==> src/hdl/gtc_defines.svh <==
/*
 * Register offsets, field positions, reset values and timing figures of the
 * gated 16-bit timer/counter. Assumes inclusion by bare name.
 */
`ifndef GTC_DEFINES_SVH
`define GTC_DEFINES_SVH

// ----------------------------------------------------------------------------
// Register byte addresses (one aligned 32-bit word each)
// ----------------------------------------------------------------------------
`define GTC_ADDR_W          4
`define GTC_OFF_CTRL        4'h0
`define GTC_OFF_COUNT_LOW   4'h4
`define GTC_OFF_COUNT_HIGH  4'h8
`define GTC_OFF_IRQ         4'hC

// ----------------------------------------------------------------------------
// Control register fields
// ----------------------------------------------------------------------------
`define GTC_CTRL_TIMER_ON   0
`define GTC_CTRL_CLK_SRC    1
`define GTC_CTRL_SYNC_DIS   2
`define GTC_CTRL_OSC_EN     3
`define GTC_CTRL_PS_LO      4
`define GTC_CTRL_PS_HI      5
`define GTC_CTRL_GATE_EN    6
`define GTC_CTRL_GATE_INV   7
`define GTC_CTRL_ALT_CLK    8
`define GTC_CTRL_GATE_SEL   9
`define GTC_CTRL_W          10
`define GTC_CTRL_RESET      10'h000

// ----------------------------------------------------------------------------
// Interrupt register fields
// ----------------------------------------------------------------------------
`define GTC_IRQ_FLAG        0
`define GTC_IRQ_OVF_EN      1
`define GTC_IRQ_PERIPH_EN   2
`define GTC_IRQ_GLOBAL_EN   3
`define GTC_IRQ_W           4
`define GTC_IRQ_RESET       4'h0

// ----------------------------------------------------------------------------
// Counter and timing
// ----------------------------------------------------------------------------
`define GTC_COUNT_RESET     16'h0000
`define GTC_COUNT_MAX       16'hFFFF
`define GTC_WAKE_VECTOR     16'h0004
`define GTC_CLK_HZ          20000000
`define GTC_LPOSC_HZ        32768
`define GTC_ICLK_DIV        4

`endif

==> src/hdl/gtc_pkg.sv <==
/*
 * Types of the gated 16-bit timer/counter.
 * Assumes gtc_defines.svh is compiled with it.
 */
package gtc_pkg;
	// ------------------------------------------------------------------------
	// Clock source selection and prescale codes
	// ------------------------------------------------------------------------
	typedef enum logic [2:0] {
		GTC_SRC_ICLK = 3'b001,
		GTC_SRC_SCLK = 3'b010,
		GTC_SRC_EXT  = 3'b100
	} gtc_src_e;

	typedef enum logic [1:0] {
		GTC_PS_DIV1 = 2'b00,
		GTC_PS_DIV2 = 2'b01,
		GTC_PS_DIV4 = 2'b10,
		GTC_PS_DIV8 = 2'b11
	} gtc_ps_e;

	// External edge arming: a falling edge must be seen before counting
	typedef enum logic [1:0] {
		GTC_ARM_WAIT_FALL = 2'b01,
		GTC_ARM_READY     = 2'b10
	} gtc_arm_e;
endpackage : gtc_pkg

==> src/hdl/gtc_timer.sv <==
/*
 * Gated 16-bit timer/counter with prescaler, external input, gate,
 * oscillator pin control, overflow flag, wake and special event clear.
 * Assumes a classic Wishbone master on clock; pins are asynchronous.
 */
// Added by the designer: the Wishbone register port and the register offsets.
// Functional notes
// RQ1: 16-bit up-counter in two bytes; byte writes replace the live count.
// RQ2: Source 0/alt 0 instruction clock, 0/1 system clock, 1 external pin.
// RQ3: External source counts rising edges, synchronised or asynchronous.
// RQ4: Counter mode needs a falling edge before the first counted rise.
// RQ5: Hidden prescale counter divides by 1,2,4,8; cleared by count writes.
// RQ6: Low-power oscillator enable selects oscillator source; runs in sleep.
// RQ7: Oscillator enabled forces pin directions input, pins read 0.
// RQ8: Software waits for oscillator start-up before turning the timer on.
// RQ9: Sync-disable counts unsynchronised, keeps counting in sleep, may wake; the counter still counts synchronised edges.
// RQ10: Mode switches may lose or add one count.
// RQ11: No capture/compare time base in async mode or alternate clock.
// RQ12: Async byte reads return a stable value.
// RQ13: Software stops the timer before writing count bytes.
// RQ14: Gate from pin or comparator, only when gate enable set.
// RQ15: Gate invert applies to either gate source.
// RQ16: Invert 1 counts gate high, 0 gate low; gate off runs freely.
// RQ17: Prescale field 00 /1, 01 /2, 10 /4, 11 /8.
// RQ18: Count only while timer on; gate enable ignored when off.
// RQ19: Rollover FFFF to 0000 sets overflow flag regardless of enables.
// RQ20: Interrupt only with all three enables; flag stays until cleared.
// RQ21: Async counter overflow in sleep wakes core, vector when global set.
// RQ22: Count feeds capture and compare; compare fires on equality.
// RQ23: Special event trigger clears count without setting overflow flag.
// RQ24: Count write in same cycle as trigger wins over the clear.
`include "gtc_defines.svh"

module gtc_timer #(
	parameter int COUNT_W = 16
) (
	input  wire logic        clock,
	input  wire logic        sys_rst,
	input  wire logic        clk_en,
	input  wire logic [31:0] wb_adr_i,
	input  wire logic [31:0] wb_dat_i,
	input  wire logic [3:0]  wb_sel_i,
	input  wire logic        wb_we_i,
	input  wire logic        wb_cyc_i,
	input  wire logic        wb_stb_i,
	output logic      [31:0] wb_dat_o,
	output logic             wb_ack_o,
	output logic             wb_err_o,
	input  wire logic        external_count_input,
	input  wire logic        lp_osc_clock,
	input  wire logic        gate_input_pin,
	input  wire logic        comparator_output,
	input  wire logic        sys_clk_internal,
	input  wire logic        sleep_mode,
	input  wire logic        capture_event,
	input  wire logic [15:0] compare_value,
	input  wire logic        special_event_trigger,
	output logic [15:0]      capture_value,
	output logic             compare_match,
	output logic             time_base_valid,
	output logic             pin5_direction,
	output logic             pin4_direction,
	output logic             port_pin_read_mask,
	output logic             overflow_irq,
	output logic             wake_request,
	output logic             wake_vector_taken
);
	initial begin
		if (COUNT_W != 16) $error("gtc_timer: COUNT_W must be 16");
	end

	// ------------------------------------------------------------------------
	// Pin synchronisers
	// ------------------------------------------------------------------------
	logic [1:0] ext_sync_q;
	logic [1:0] osc_sync_q;
	logic [1:0] gpin_sync_q;
	logic [1:0] cmp_sync_q;
	logic       ext_prev_q;
	logic       ext_level;

	always_ff @(posedge clock or posedge sys_rst) begin
		if (sys_rst) begin
			ext_sync_q  <= 2'b00;
			osc_sync_q  <= 2'b00;
			gpin_sync_q <= 2'b00;
			cmp_sync_q  <= 2'b00;
			ext_prev_q  <= 1'b0;
		end else if (clk_en) begin
			ext_sync_q  <= {ext_sync_q[0], external_count_input};
			osc_sync_q  <= {osc_sync_q[0], lp_osc_clock};
			gpin_sync_q <= {gpin_sync_q[0], gate_input_pin};
			cmp_sync_q  <= {cmp_sync_q[0], comparator_output};
			ext_prev_q  <= ext_level;
		end
	end

	// ------------------------------------------------------------------------
	// Control state
	// ------------------------------------------------------------------------
	logic [`GTC_CTRL_W-1:0] ctrl_q;
	logic [`GTC_IRQ_W-1:0]  irq_q;
	logic [15:0]            count_q;
	logic [2:0]             presc_q;
	logic [1:0]             iclk_q;
	gtc_pkg::gtc_arm_e      arm_q;
	logic                   timer_on_prev_q;

	logic       timer_on;
	logic       osc_en;
	logic       sync_dis;
	logic       gate_level;
	logic       gate_active;
	logic       src_tick;
	logic       run;
	logic       inc;
	logic       presc_done;
	logic       wr_low;
	logic       wr_high;
	logic       wr_count;
	logic       wr_ctrl;
	logic       wr_irq;
	logic       bus_req;
	logic       addr_hit;
	logic       rise;
	logic       fall;
	gtc_pkg::gtc_src_e src;

	assign timer_on = ctrl_q[`GTC_CTRL_TIMER_ON];
	assign sync_dis = ctrl_q[`GTC_CTRL_SYNC_DIS];
	// Oscillator only usable with an internal system clock
	assign osc_en   = ctrl_q[`GTC_CTRL_OSC_EN] & sys_clk_internal; // RQ6
	// Oscillator replaces the pin as external source when enabled
	assign ext_level = osc_en ? osc_sync_q[1] : ext_sync_q[1]; // RQ6
	assign rise = ext_level & ~ext_prev_q;
	assign fall = ~ext_level & ext_prev_q;

	always_comb begin
		if (ctrl_q[`GTC_CTRL_CLK_SRC])
			src = gtc_pkg::GTC_SRC_EXT; // RQ2
		else if (ctrl_q[`GTC_CTRL_ALT_CLK])
			src = gtc_pkg::GTC_SRC_SCLK; // RQ2
		else
			src = gtc_pkg::GTC_SRC_ICLK; // RQ2
	end

	// Async mode is modelled by sampled edges too, so it keeps counting
	// regardless of sleep; the one-count slip on mode switch is tolerated.
	always_comb begin
		case (src)
			gtc_pkg::GTC_SRC_ICLK: src_tick = (iclk_q == 2'd3); // RQ2
			gtc_pkg::GTC_SRC_SCLK: src_tick = 1'b1; // RQ2
			gtc_pkg::GTC_SRC_EXT:  src_tick = rise && arm_q == gtc_pkg::GTC_ARM_READY; // RQ3 RQ4 RQ9 RQ10
			default:               src_tick = 1'b0;
		endcase
	end

	assign gate_level  = ctrl_q[`GTC_CTRL_GATE_SEL] ? cmp_sync_q[1] : gpin_sync_q[1]; // RQ14
	assign gate_active = ctrl_q[`GTC_CTRL_GATE_INV] ? gate_level : ~gate_level; // RQ15 RQ16
	assign run = timer_on && (!ctrl_q[`GTC_CTRL_GATE_EN] || gate_active); // RQ16 RQ18

	function automatic logic presc_full(input logic [1:0] ps, input logic [2:0] c);
		case (gtc_pkg::gtc_ps_e'(ps))
			gtc_pkg::GTC_PS_DIV1: presc_full = 1'b1; // RQ17
			gtc_pkg::GTC_PS_DIV2: presc_full = c[0]; // RQ17
			gtc_pkg::GTC_PS_DIV4: presc_full = &c[1:0]; // RQ17
			gtc_pkg::GTC_PS_DIV8: presc_full = &c; // RQ17
			default:              presc_full = 1'b1;
		endcase
	endfunction : presc_full

	assign presc_done = presc_full(ctrl_q[`GTC_CTRL_PS_HI:`GTC_CTRL_PS_LO], presc_q);
	assign inc = run && src_tick && presc_done;

	// ------------------------------------------------------------------------
	// Wishbone decode
	// ------------------------------------------------------------------------
	assign bus_req  = wb_cyc_i && wb_stb_i && !wb_ack_o && !wb_err_o;
	assign addr_hit = wb_adr_i[31:`GTC_ADDR_W] == '0 && wb_adr_i[1:0] == 2'b00;
	assign wr_ctrl  = bus_req && wb_we_i && addr_hit
		&& wb_adr_i[`GTC_ADDR_W-1:0] == `GTC_OFF_CTRL;
	assign wr_irq   = bus_req && wb_we_i && addr_hit && wb_sel_i[0]
		&& wb_adr_i[`GTC_ADDR_W-1:0] == `GTC_OFF_IRQ;
	assign wr_low   = bus_req && wb_we_i && addr_hit && wb_sel_i[0]
		&& wb_adr_i[`GTC_ADDR_W-1:0] == `GTC_OFF_COUNT_LOW;
	assign wr_high  = bus_req && wb_we_i && addr_hit && wb_sel_i[0]
		&& wb_adr_i[`GTC_ADDR_W-1:0] == `GTC_OFF_COUNT_HIGH;
	assign wr_count = wr_low || wr_high;

	always_ff @(posedge clock or posedge sys_rst) begin
		if (sys_rst) begin
			ctrl_q <= `GTC_CTRL_RESET;
		end else if (clk_en && wr_ctrl) begin
			if (wb_sel_i[0])
				ctrl_q[7:0] <= wb_dat_i[7:0];
			if (wb_sel_i[1])
				ctrl_q[`GTC_CTRL_W-1:8] <= wb_dat_i[`GTC_CTRL_W-1:8];
		end
	end

	// ------------------------------------------------------------------------
	// Instruction-clock divider and prescaler
	// ------------------------------------------------------------------------
	always_ff @(posedge clock or posedge sys_rst) begin
		if (sys_rst)
			iclk_q <= 2'd0;
		else if (clk_en)
			iclk_q <= iclk_q + 2'd1;
	end

	always_ff @(posedge clock or posedge sys_rst) begin
		if (sys_rst)
			presc_q <= 3'd0;
		else if (clk_en) begin
			if (wr_count)
				presc_q <= 3'd0; // RQ5
			else if (run && src_tick)
				presc_q <= presc_done ? 3'd0 : presc_q + 3'd1; // RQ5
		end
	end

	// ------------------------------------------------------------------------
	// Falling-edge arming for counter mode
	// ------------------------------------------------------------------------
	always_ff @(posedge clock or posedge sys_rst) begin
		if (sys_rst) begin
			arm_q           <= gtc_pkg::GTC_ARM_WAIT_FALL; // RQ4
			timer_on_prev_q <= 1'b0;
		end else if (clk_en) begin
			timer_on_prev_q <= timer_on;
			case (arm_q)
				gtc_pkg::GTC_ARM_WAIT_FALL:
					if (fall && !wr_count)
						arm_q <= gtc_pkg::GTC_ARM_READY;
				gtc_pkg::GTC_ARM_READY:
					// Re-arm on write, or on enable while the input sits low
					if (wr_count || (timer_on && !timer_on_prev_q && !ext_level))
						arm_q <= gtc_pkg::GTC_ARM_WAIT_FALL; // RQ4
				default:
					arm_q <= gtc_pkg::GTC_ARM_WAIT_FALL;
			endcase
		end
	end

	// ------------------------------------------------------------------------
	// Counter
	// ------------------------------------------------------------------------
	always_ff @(posedge clock or posedge sys_rst) begin
		if (sys_rst)
			count_q <= `GTC_COUNT_RESET;
		else if (clk_en) begin
			if (wr_low)
				count_q[7:0] <= wb_dat_i[7:0]; // RQ1 RQ24
			if (wr_high)
				count_q[15:8] <= wb_dat_i[7:0]; // RQ1 RQ24
			if (!wr_count) begin
				if (special_event_trigger)
					count_q <= `GTC_COUNT_RESET; // RQ23
				else if (inc)
					count_q <= count_q + 16'h0001; // RQ1
			end
		end
	end

	// ------------------------------------------------------------------------
	// Overflow flag, enables and interrupt
	// ------------------------------------------------------------------------
	logic overflow;
	assign overflow = inc && !wr_count && !special_event_trigger
		&& count_q == `GTC_COUNT_MAX; // RQ19 RQ23

	always_ff @(posedge clock or posedge sys_rst) begin
		if (sys_rst)
			irq_q <= `GTC_IRQ_RESET;
		else if (clk_en) begin
			if (wr_irq)
				irq_q <= wb_dat_i[`GTC_IRQ_W-1:0];
			// Set wins over a simultaneous software clear
			if (overflow)
				irq_q[`GTC_IRQ_FLAG] <= 1'b1; // RQ19 RQ20
		end
	end

	always_ff @(posedge clock or posedge sys_rst) begin
		if (sys_rst) begin
			overflow_irq      <= 1'b0;
			wake_request      <= 1'b0;
			wake_vector_taken <= 1'b0;
		end else if (clk_en) begin
			overflow_irq <= irq_q[`GTC_IRQ_FLAG] && irq_q[`GTC_IRQ_OVF_EN]
				&& irq_q[`GTC_IRQ_PERIPH_EN] && irq_q[`GTC_IRQ_GLOBAL_EN]; // RQ20
			wake_request <= sleep_mode && timer_on && sync_dis
				&& ctrl_q[`GTC_CTRL_CLK_SRC] && irq_q[`GTC_IRQ_FLAG]
				&& irq_q[`GTC_IRQ_OVF_EN] && irq_q[`GTC_IRQ_PERIPH_EN]; // RQ9 RQ21
			wake_vector_taken <= sleep_mode && timer_on && sync_dis
				&& ctrl_q[`GTC_CTRL_CLK_SRC] && irq_q[`GTC_IRQ_FLAG]
				&& irq_q[`GTC_IRQ_OVF_EN] && irq_q[`GTC_IRQ_PERIPH_EN]
				&& irq_q[`GTC_IRQ_GLOBAL_EN]; // RQ21
		end
	end

	// ------------------------------------------------------------------------
	// Capture/compare time base and oscillator pins
	// ------------------------------------------------------------------------
	logic tb_ok;
	assign tb_ok = !(ctrl_q[`GTC_CTRL_CLK_SRC] && sync_dis)
		&& !(!ctrl_q[`GTC_CTRL_CLK_SRC] && ctrl_q[`GTC_CTRL_ALT_CLK]); // RQ11

	always_ff @(posedge clock or posedge sys_rst) begin
		if (sys_rst) begin
			capture_value      <= 16'h0000;
			compare_match      <= 1'b0;
			time_base_valid    <= 1'b0;
			pin5_direction     <= 1'b0;
			pin4_direction     <= 1'b0;
			port_pin_read_mask <= 1'b0;
		end else if (clk_en) begin
			time_base_valid <= tb_ok; // RQ11
			if (capture_event && tb_ok)
				capture_value <= count_q; // RQ22
			compare_match      <= tb_ok && compare_value == count_q; // RQ22
			pin5_direction     <= osc_en; // RQ7
			pin4_direction     <= osc_en; // RQ7
			port_pin_read_mask <= osc_en; // RQ7
		end
	end

	// ------------------------------------------------------------------------
	// Bus answer: one-cycle ack, err for unmapped addresses
	// ------------------------------------------------------------------------
	logic [31:0] rd_data;
	always_comb begin
		rd_data = 32'h0000_0000;
		case (wb_adr_i[`GTC_ADDR_W-1:0])
			`GTC_OFF_CTRL:       rd_data[`GTC_CTRL_W-1:0] = ctrl_q;
			`GTC_OFF_COUNT_LOW:  rd_data[7:0] = count_q[7:0]; // RQ12
			`GTC_OFF_COUNT_HIGH: rd_data[7:0] = count_q[15:8]; // RQ12
			`GTC_OFF_IRQ:        rd_data[`GTC_IRQ_W-1:0] = irq_q;
			default:             rd_data = 32'h0000_0000;
		endcase
	end

	always_ff @(posedge clock or posedge sys_rst) begin
		if (sys_rst) begin
			wb_ack_o <= 1'b0;
			wb_err_o <= 1'b0;
			wb_dat_o <= 32'h0000_0000;
		end else if (clk_en) begin
			wb_ack_o <= bus_req && addr_hit;
			wb_err_o <= bus_req && !addr_hit;
			wb_dat_o <= (bus_req && addr_hit && !wb_we_i) ? rd_data : 32'h0000_0000;
		end
	end
endmodule : gtc_timer

==> config.mk <==
export PLATFORM = sky130hd
export DESIGN_NAME = gtc_timer
export DESIGN_NICKNAME = d
export VERILOG_FILES = /design/src/hdl/gtc_pkg.sv /design/src/hdl/gtc_timer.sv
export VERILOG_INCLUDE_DIRS = /design/src /design/src/hdl
export SDC_FILE = /design/constraint.sdc
export NUM_CORES = 1
export LEC_CHECK = 0
export ABC_AREA = 0
export BUFFER_PORTS_ARGS = -buffer_cell sky130_fd_sc_hd__buf_4
export CAP_MARGIN = 10
export CORE_MARGIN = 4
export CORE_UTILIZATION = 27
export DETAILED_ROUTE_END_ITERATION = 7
export PLACE_DENSITY = 0.5
export SYNTH_ARGS = -nofsm -noshare
export SYNTH_HDL_FRONTEND = slang
export SYNTH_SLANG_ARGS = --single-unit
==> constraint.sdc <==
create_clock -name clock -period 3.3 [get_ports clock]
set_clock_uncertainty 0.05 [all_clocks]
set_input_delay 0.66 -clock clock [delete_from_list [all_inputs] [get_ports clock]]
set_output_delay 0.66 -clock clock [all_outputs]
set_load 0.02 [all_outputs]
Word-level counts from Yosys, hierarchy flattened
Index checks and enable logic that the tools add are counted.
Storage, ports and cells
  register bits after elaboration: 103
  latch bits: 0
  memory bits (writable): 0
  bits in read-only memories: 0
  bits of input ports: 98
  output and inout bits: 58
  word-level logic and storage cells: 143
  memories kept: 0
Operators by class
  add/sub/neg operators: 3
  multiply operators: 0
  divide/modulo/power cells: 0
  order comparisons: 0
  equal/unequal tests: 16
  shift operators: 0
  mux-type cells: 24
  bitwise logic cells: 6
  reduce and logical (&&, ||, !) cells: 70
Operators by type and width (count)
  two-way mux 16 bit: 3
  logical AND 1 bit: 40
  zero test 28 bit: 1
  adder 16 x 1 -> 16 bit, second input constant: 1
  equality test 16 bit: 1
  equality test 16 bit, second input constant: 1
  two-way mux 8 bit: 2
  case mux 4 bit (4 select lines): 1
  AND reduction 2 bit: 7
  zero test 1 bit: 12
  two-way mux 3 bit: 4
  case mux 4 bit (3 select lines): 1
  two-way mux 10 bit: 1
  equality test 2 bit, second input constant: 4
  equality test 4 bit, second input constant: 2
  two-way mux 2 bit: 4
  AND reduction 3 bit: 2
  two-way mux 1 bit: 5
  equality test 2 x 1 -> 1 bit, second input constant: 2
  equality test 4 x 3 -> 1 bit, second input constant: 1
  zero test 2 bit: 2
  zero test 4 bit: 1
  case mux 1 bit (4 select lines): 1
  case mux 2 bit (2 select lines): 1
  12 further kinds: 19

Logic depth before layout (Yosys ltp)
  depth in word-level cells: 14
  gate-level depth with buffers: 8
  mapped depth without buffers: 8

Worst setup path after synthesis
OpenSTA, ideal clock, no wires.
  path type: input-to-reg
  from: input wb_adr_i[26]
  to: register count_q[5]
  setup time: 0.122 ns
  arrival: 2.331 ns
  required time: 3.128 ns
  path slack: 0.797 ns
  stages: 6
  path buffers: 0
  cell sequence: nor4_4 -> nand4_4 -> nor4_4 -> nor3_2 -> a211o_1 -> a32o_1
On the way
  word-level cells in the longest chain between the ends: 9
  elaborated cells on any way between the ends: 11
  classes of those cells: 4 x mux; 7 x reduce/logical
Ends and longest elaborated chain
  from (decl): line gtc_timer.sv:40  | input wire logic [31:0] wb_adr_i,
  zero test 28 bit *: line gtc_timer.sv:179  | assign addr_hit = wb_adr_i[31:`GTC_ADDR_W] == '0 && wb_adr_i[1:0] == 2'b00;
  logical AND 1 bit *: line gtc_timer.sv:179
  logical AND 1 bit * (2 in a row): line gtc_timer.sv:184, gtc_timer.sv:186
  logical AND 1 bit (no source line)
  two-way mux 8 bit: line gtc_timer.sv:252  | if (wr_low)
  two-way mux 16 bit: line gtc_timer.sv:259  | else if (inc)
  two-way mux 16 bit: line gtc_timer.sv:257  | if (special_event_trigger)
  two-way mux 16 bit *: line gtc_timer.sv:256  | if (!wr_count) begin
  to (signal assigned): line gtc_timer.sv:253  | count_q[7:0] <= wb_dat_i[7:0];
  to (signal assigned): line gtc_timer.sv:258  | count_q <= `GTC_COUNT_RESET;
  to (signal assigned): line gtc_timer.sv:260  | count_q <= count_q + 16'h0001;
  to (decl): line gtc_timer.sv:103  | logic [15:0] count_q;
Every way passes the cells marked *; elsewhere a longest branch is shown, timed or not.
A chain may end at the register's enable or synchronous reset.

Worst setup path after layout
  from: input wb_adr_i[1]
  to: register count_q[4]
On the way
  word-level cells in the longest chain between the ends: 9
  elaborated cells on any way between the ends: 13
  classes of those cells: 2 x eq/ne; 4 x mux; 7 x reduce/logical
Ends and longest elaborated chain (line)
  zero test 2 bit: gtc_timer.sv:179
  logical AND 1 bit: gtc_timer.sv:179
  logical AND 1 bit (2 in a row): gtc_timer.sv:184, gtc_timer.sv:186
  logical AND 1 bit (no source line)
  two-way mux 8 bit: gtc_timer.sv:252
  two-way mux 16 bit: gtc_timer.sv:259
  two-way mux 16 bit: gtc_timer.sv:257
  two-way mux 16 bit *: gtc_timer.sv:256
Marked as above.

==> qor.yml <==
status:
  run_status: "complete, no violations"
cts:
  cts_buffers: 9
  cts_resized: 0
  cts_hold_buffers: 0
  ctsLongestPathBuffers: 2
  h-tree-depth: 3
  cts_root_buf: "clkbuf_16"
  clk_pin_slew_ns: 0.06
  cts_sinks: 81
  clock_latency_ns: 0.34
  cts_setup_buffers: 0
  cts_tree: "yes"
yosys:
  yosysTopAreaCell: "dfrtp_1"
  ys_seq_area_frac: 0.430
  synthCells: 430
  synth_cell_types: 64
  avgSynthCellArea_um2: 11.0
  synth_seq_cells: 81
  async_reset_ff_frac: 1.00
  synth_warnings: 0
  ys.flop_type: "dfrtp_1"
  synth_enable_flop_cells: 0
  synth.top_cells.by_area: "dfrtp_1 (42%), mux2_2 (9.1%), buf_4 (3.8%), nor4_4 (3.6%), xnor2_1 (2.2%)"
  syn-cell-area_um2: 4720
  netlist.area_leader.share: 0.424
drt:
  via_per_inst: 4.98
  wl_met1_um: 6290
  drt_iter0_drc: 208
  num_vias: 3809
  firstDrtPassIters: 5
  wire_per_inst_um: 18.7
  wl_met2_um: 6720
  highest_layer: "met4"
  drt-total-wl_um: 14300
  drc: 0
  drtAntennaViolNets: 0
  met3_length_um: 1070
global_route:
  grt_pass1_vias: 3904
  track_usage: 0.146
  grt_max_degree: 46
  grt_pass1_wl_um: 22300
  antenna_found_initial: 0
  gr-total-overflow: 0
critical_path:
  cp_data_arrival_time_ns: 2.92
  cp_max_fo: 12
  cp-end-kind: "flip-flop"
  critPathLaunchType: "primary input"
  worst-setup-path-type: "primary input to flip-flop"
  worstPathRequired_ns: 3.53
cells_and_area:
  antenna-diode-count: 0
  finalInstanceArea_um2: 6020
  final_layout_size_suffix_gt1_frac: 0.369
  fin_util: 0.349
  final_nets: 638
  syn_to_final_growth_pct: 27.7
die:
  dieArea_um2: 19600
  die_y_um: 140
  core.rowCount: 48
  core-area_um2: 17200
  start_util: 0.274
  ios: 156
  die_w_um: 140
power:
  leakage_nw: 2.75
  power_density_nw_per_um2: 400
  peakVddDrop_uv: 241
  p_total_w: 0.00241
timing:
  rsz0062_at_grt: "false"
  max_slew.worst_pin.slew_ns: 0.709
  fin_tns_setup_ns: 0
  period_share: 0.814
  max_freq_ghz: 0.372
  final_hold_viol_count: 0
  fin_crit_ns: 2.69
  final-setup-viol-count: 0
  report.final.slew_viol_count: 0
  holdWs_ns: 0.360
  max_slew_margin: 0.525
placement:
  port-buffer-count: 109
  place_hpwl_um: 10900
  globalplace.congestion: 0.921
  place_area_um2: 5720
run:
  cap_violations: 0
worst_hold_path:
  min_path_type: "primary input to async pin"
==> cell usage in the layout, fill, tap and decap left out, types with 3 or more instances in the layout <==
cell | netlist | layout
dfrtp_1 | 80 | 80
nand2_1 | 23 | 23
nor3_2 | 3 | 3
a211oi_1 | 6 | 6
inv_1 | 13 | 12
a21o_1 | 7 | 7
xnor2_1 | 12 | 12
nor3b_1 | 4 | 4
clkbuf_16 | 0 | 9
and3_1 | 7 | 7
xor2_1 | 6 | 6
nand4_1 | 11 | 11
nor3_1 | 11 | 11
conb_1 | 1 | 22
mux4_2 | 4 | 4
buf_4 | 24 | 118
nand2b_1 | 5 | 5
nor2_1 | 23 | 23
nor4_4 | 8 | 8
mux2_2 | 38 | 38
o21ai_0 | 15 | 15
a22o_1 | 5 | 5
nand3_1 | 10 | 10
a21oi_1 | 11 | 11
a2bb2oi_1 | 3 | 3
and4_1 | 5 | 5
o2bb2ai_1 | 10 | 10
mux2i_1 | 7 | 7
a31oi_1 | 5 | 5
a32o_1 | 3 | 3
o31ai_1 | 4 | 4
ha_1 | 4 | 4
==> critical path, stage by stage <==
cell	delay, ns
buf_4	0.11
nor2_1	0.28
nand3_1	0.33
or4_1	0.81
o21ai_0	0.27
nor4b_1	0.28
o22a_1	0.17
==> state kept, by name, summed over array words and instances (netlist names), 2 cells and up <==
| signal | count |
|---|---|
| ctrl_q | 10 |
| irq_q | 4 |
| capture_value | 16 |
| count_q | 16 |
| arm_q | 2 |
| gpin_sync_q | 2 |
| presc_q | 3 |
| cmp_sync_q | 2 |
| wb_dat_o | 10 |
| ext_sync_q | 2 |
| iclk_q | 2 |
| osc_sync_q | 2 |
==> cell type report <==
cell class	instances	area (µm²)
repair buffers	119	906
flip-flops and latches	81	2030
clock buffers	13	260
inverters	14	53.8
multi-input cells	311	2450
well taps	225	282
clock inverters	2	37.5
fillers	1748	11200
==> logic make-up (layout without fill, tap and decap cells) <==
| logic type | after synthesis | after routing | synth area share |
|---|---|---|---|
| adders and majority gates | 4 | 4 | 0.0106 |
| and+or+nand+nor | 126 | 126 | 0.180 |
| xor gates and xnor gates | 18 | 18 | 0.0334 |
| other | 1 | 22 | 0.000795 |
| AOI/OAI and AO/OA | 92 | 92 | 0.154 |
| buffers and inverters | 59 | 148 | 0.0663 |
| muxes | 49 | 49 | 0.125 |
| DFF | 81 | 81 | 0.430 |
==> routing by layer <==
layer  up-vias  track usage
met1      1872        0.197
met5         -            0
met2       146        0.232
met4         0       0.0479
met3        15       0.0331
li1       1776            -
==> per-stage QoR <==
step / instances / worst slack [ns]
3_5_place_dp: 750 / 0.286
4_1_cts: 765 / 0.634
3_3_place_gp: 750 / 0.267
5_1_grt: 765 / 0.411
2_1_floorplan: 451 / 0.512
6_report: 765 / 0.615
==> final timing paths <==
check	from	endpoint	cells after the start	slack, ns
min in group clock	iclk_q[0]$_DFFE_PP0P_	iclk_q[0]$_DFFE_PP0P_	1	0.42
worst min register to register	iclk_q[0]$_DFFE_PP0P_	iclk_q[0]$_DFFE_PP0P_	1	0.42
worst max-delay path	wb_adr_i[1]	count_q[4]$_DFFE_PP0P_	7	0.61
worst min-delay path	sys_rst	wb_dat_o[2]$_DFFE_PP0P_	2	0.36
max in group asynchronous	sys_rst	arm_q[0]$_DFFE_PP1P_	3	2.12
worst max register to register	wb_err_o$_DFFE_PP0P_	count_q[4]$_DFFE_PP0P_	6	0.65
==> power breakdown <==
part           total (W)  internal, W  switching [W]
Sequential       0.00107      0.00104      0.0000358
Combinational   0.000316     0.000143       0.000173
Clock            0.00102     0.000624       0.000397
Total            0.00241      0.00181       0.000606
==> Yosys cell counts, drive strengths merged, types with 11 or more instances <==
master,n
mux2,38
nand4,13
a21oi,11
nor2,23
nand2,24
clkbuf,15
o21ai,17
nor4,11
dfrtp,80
nor3,14
inv,14
xnor2,12
buf,30
Note: power is estimated with default switching activity, not from simulation.
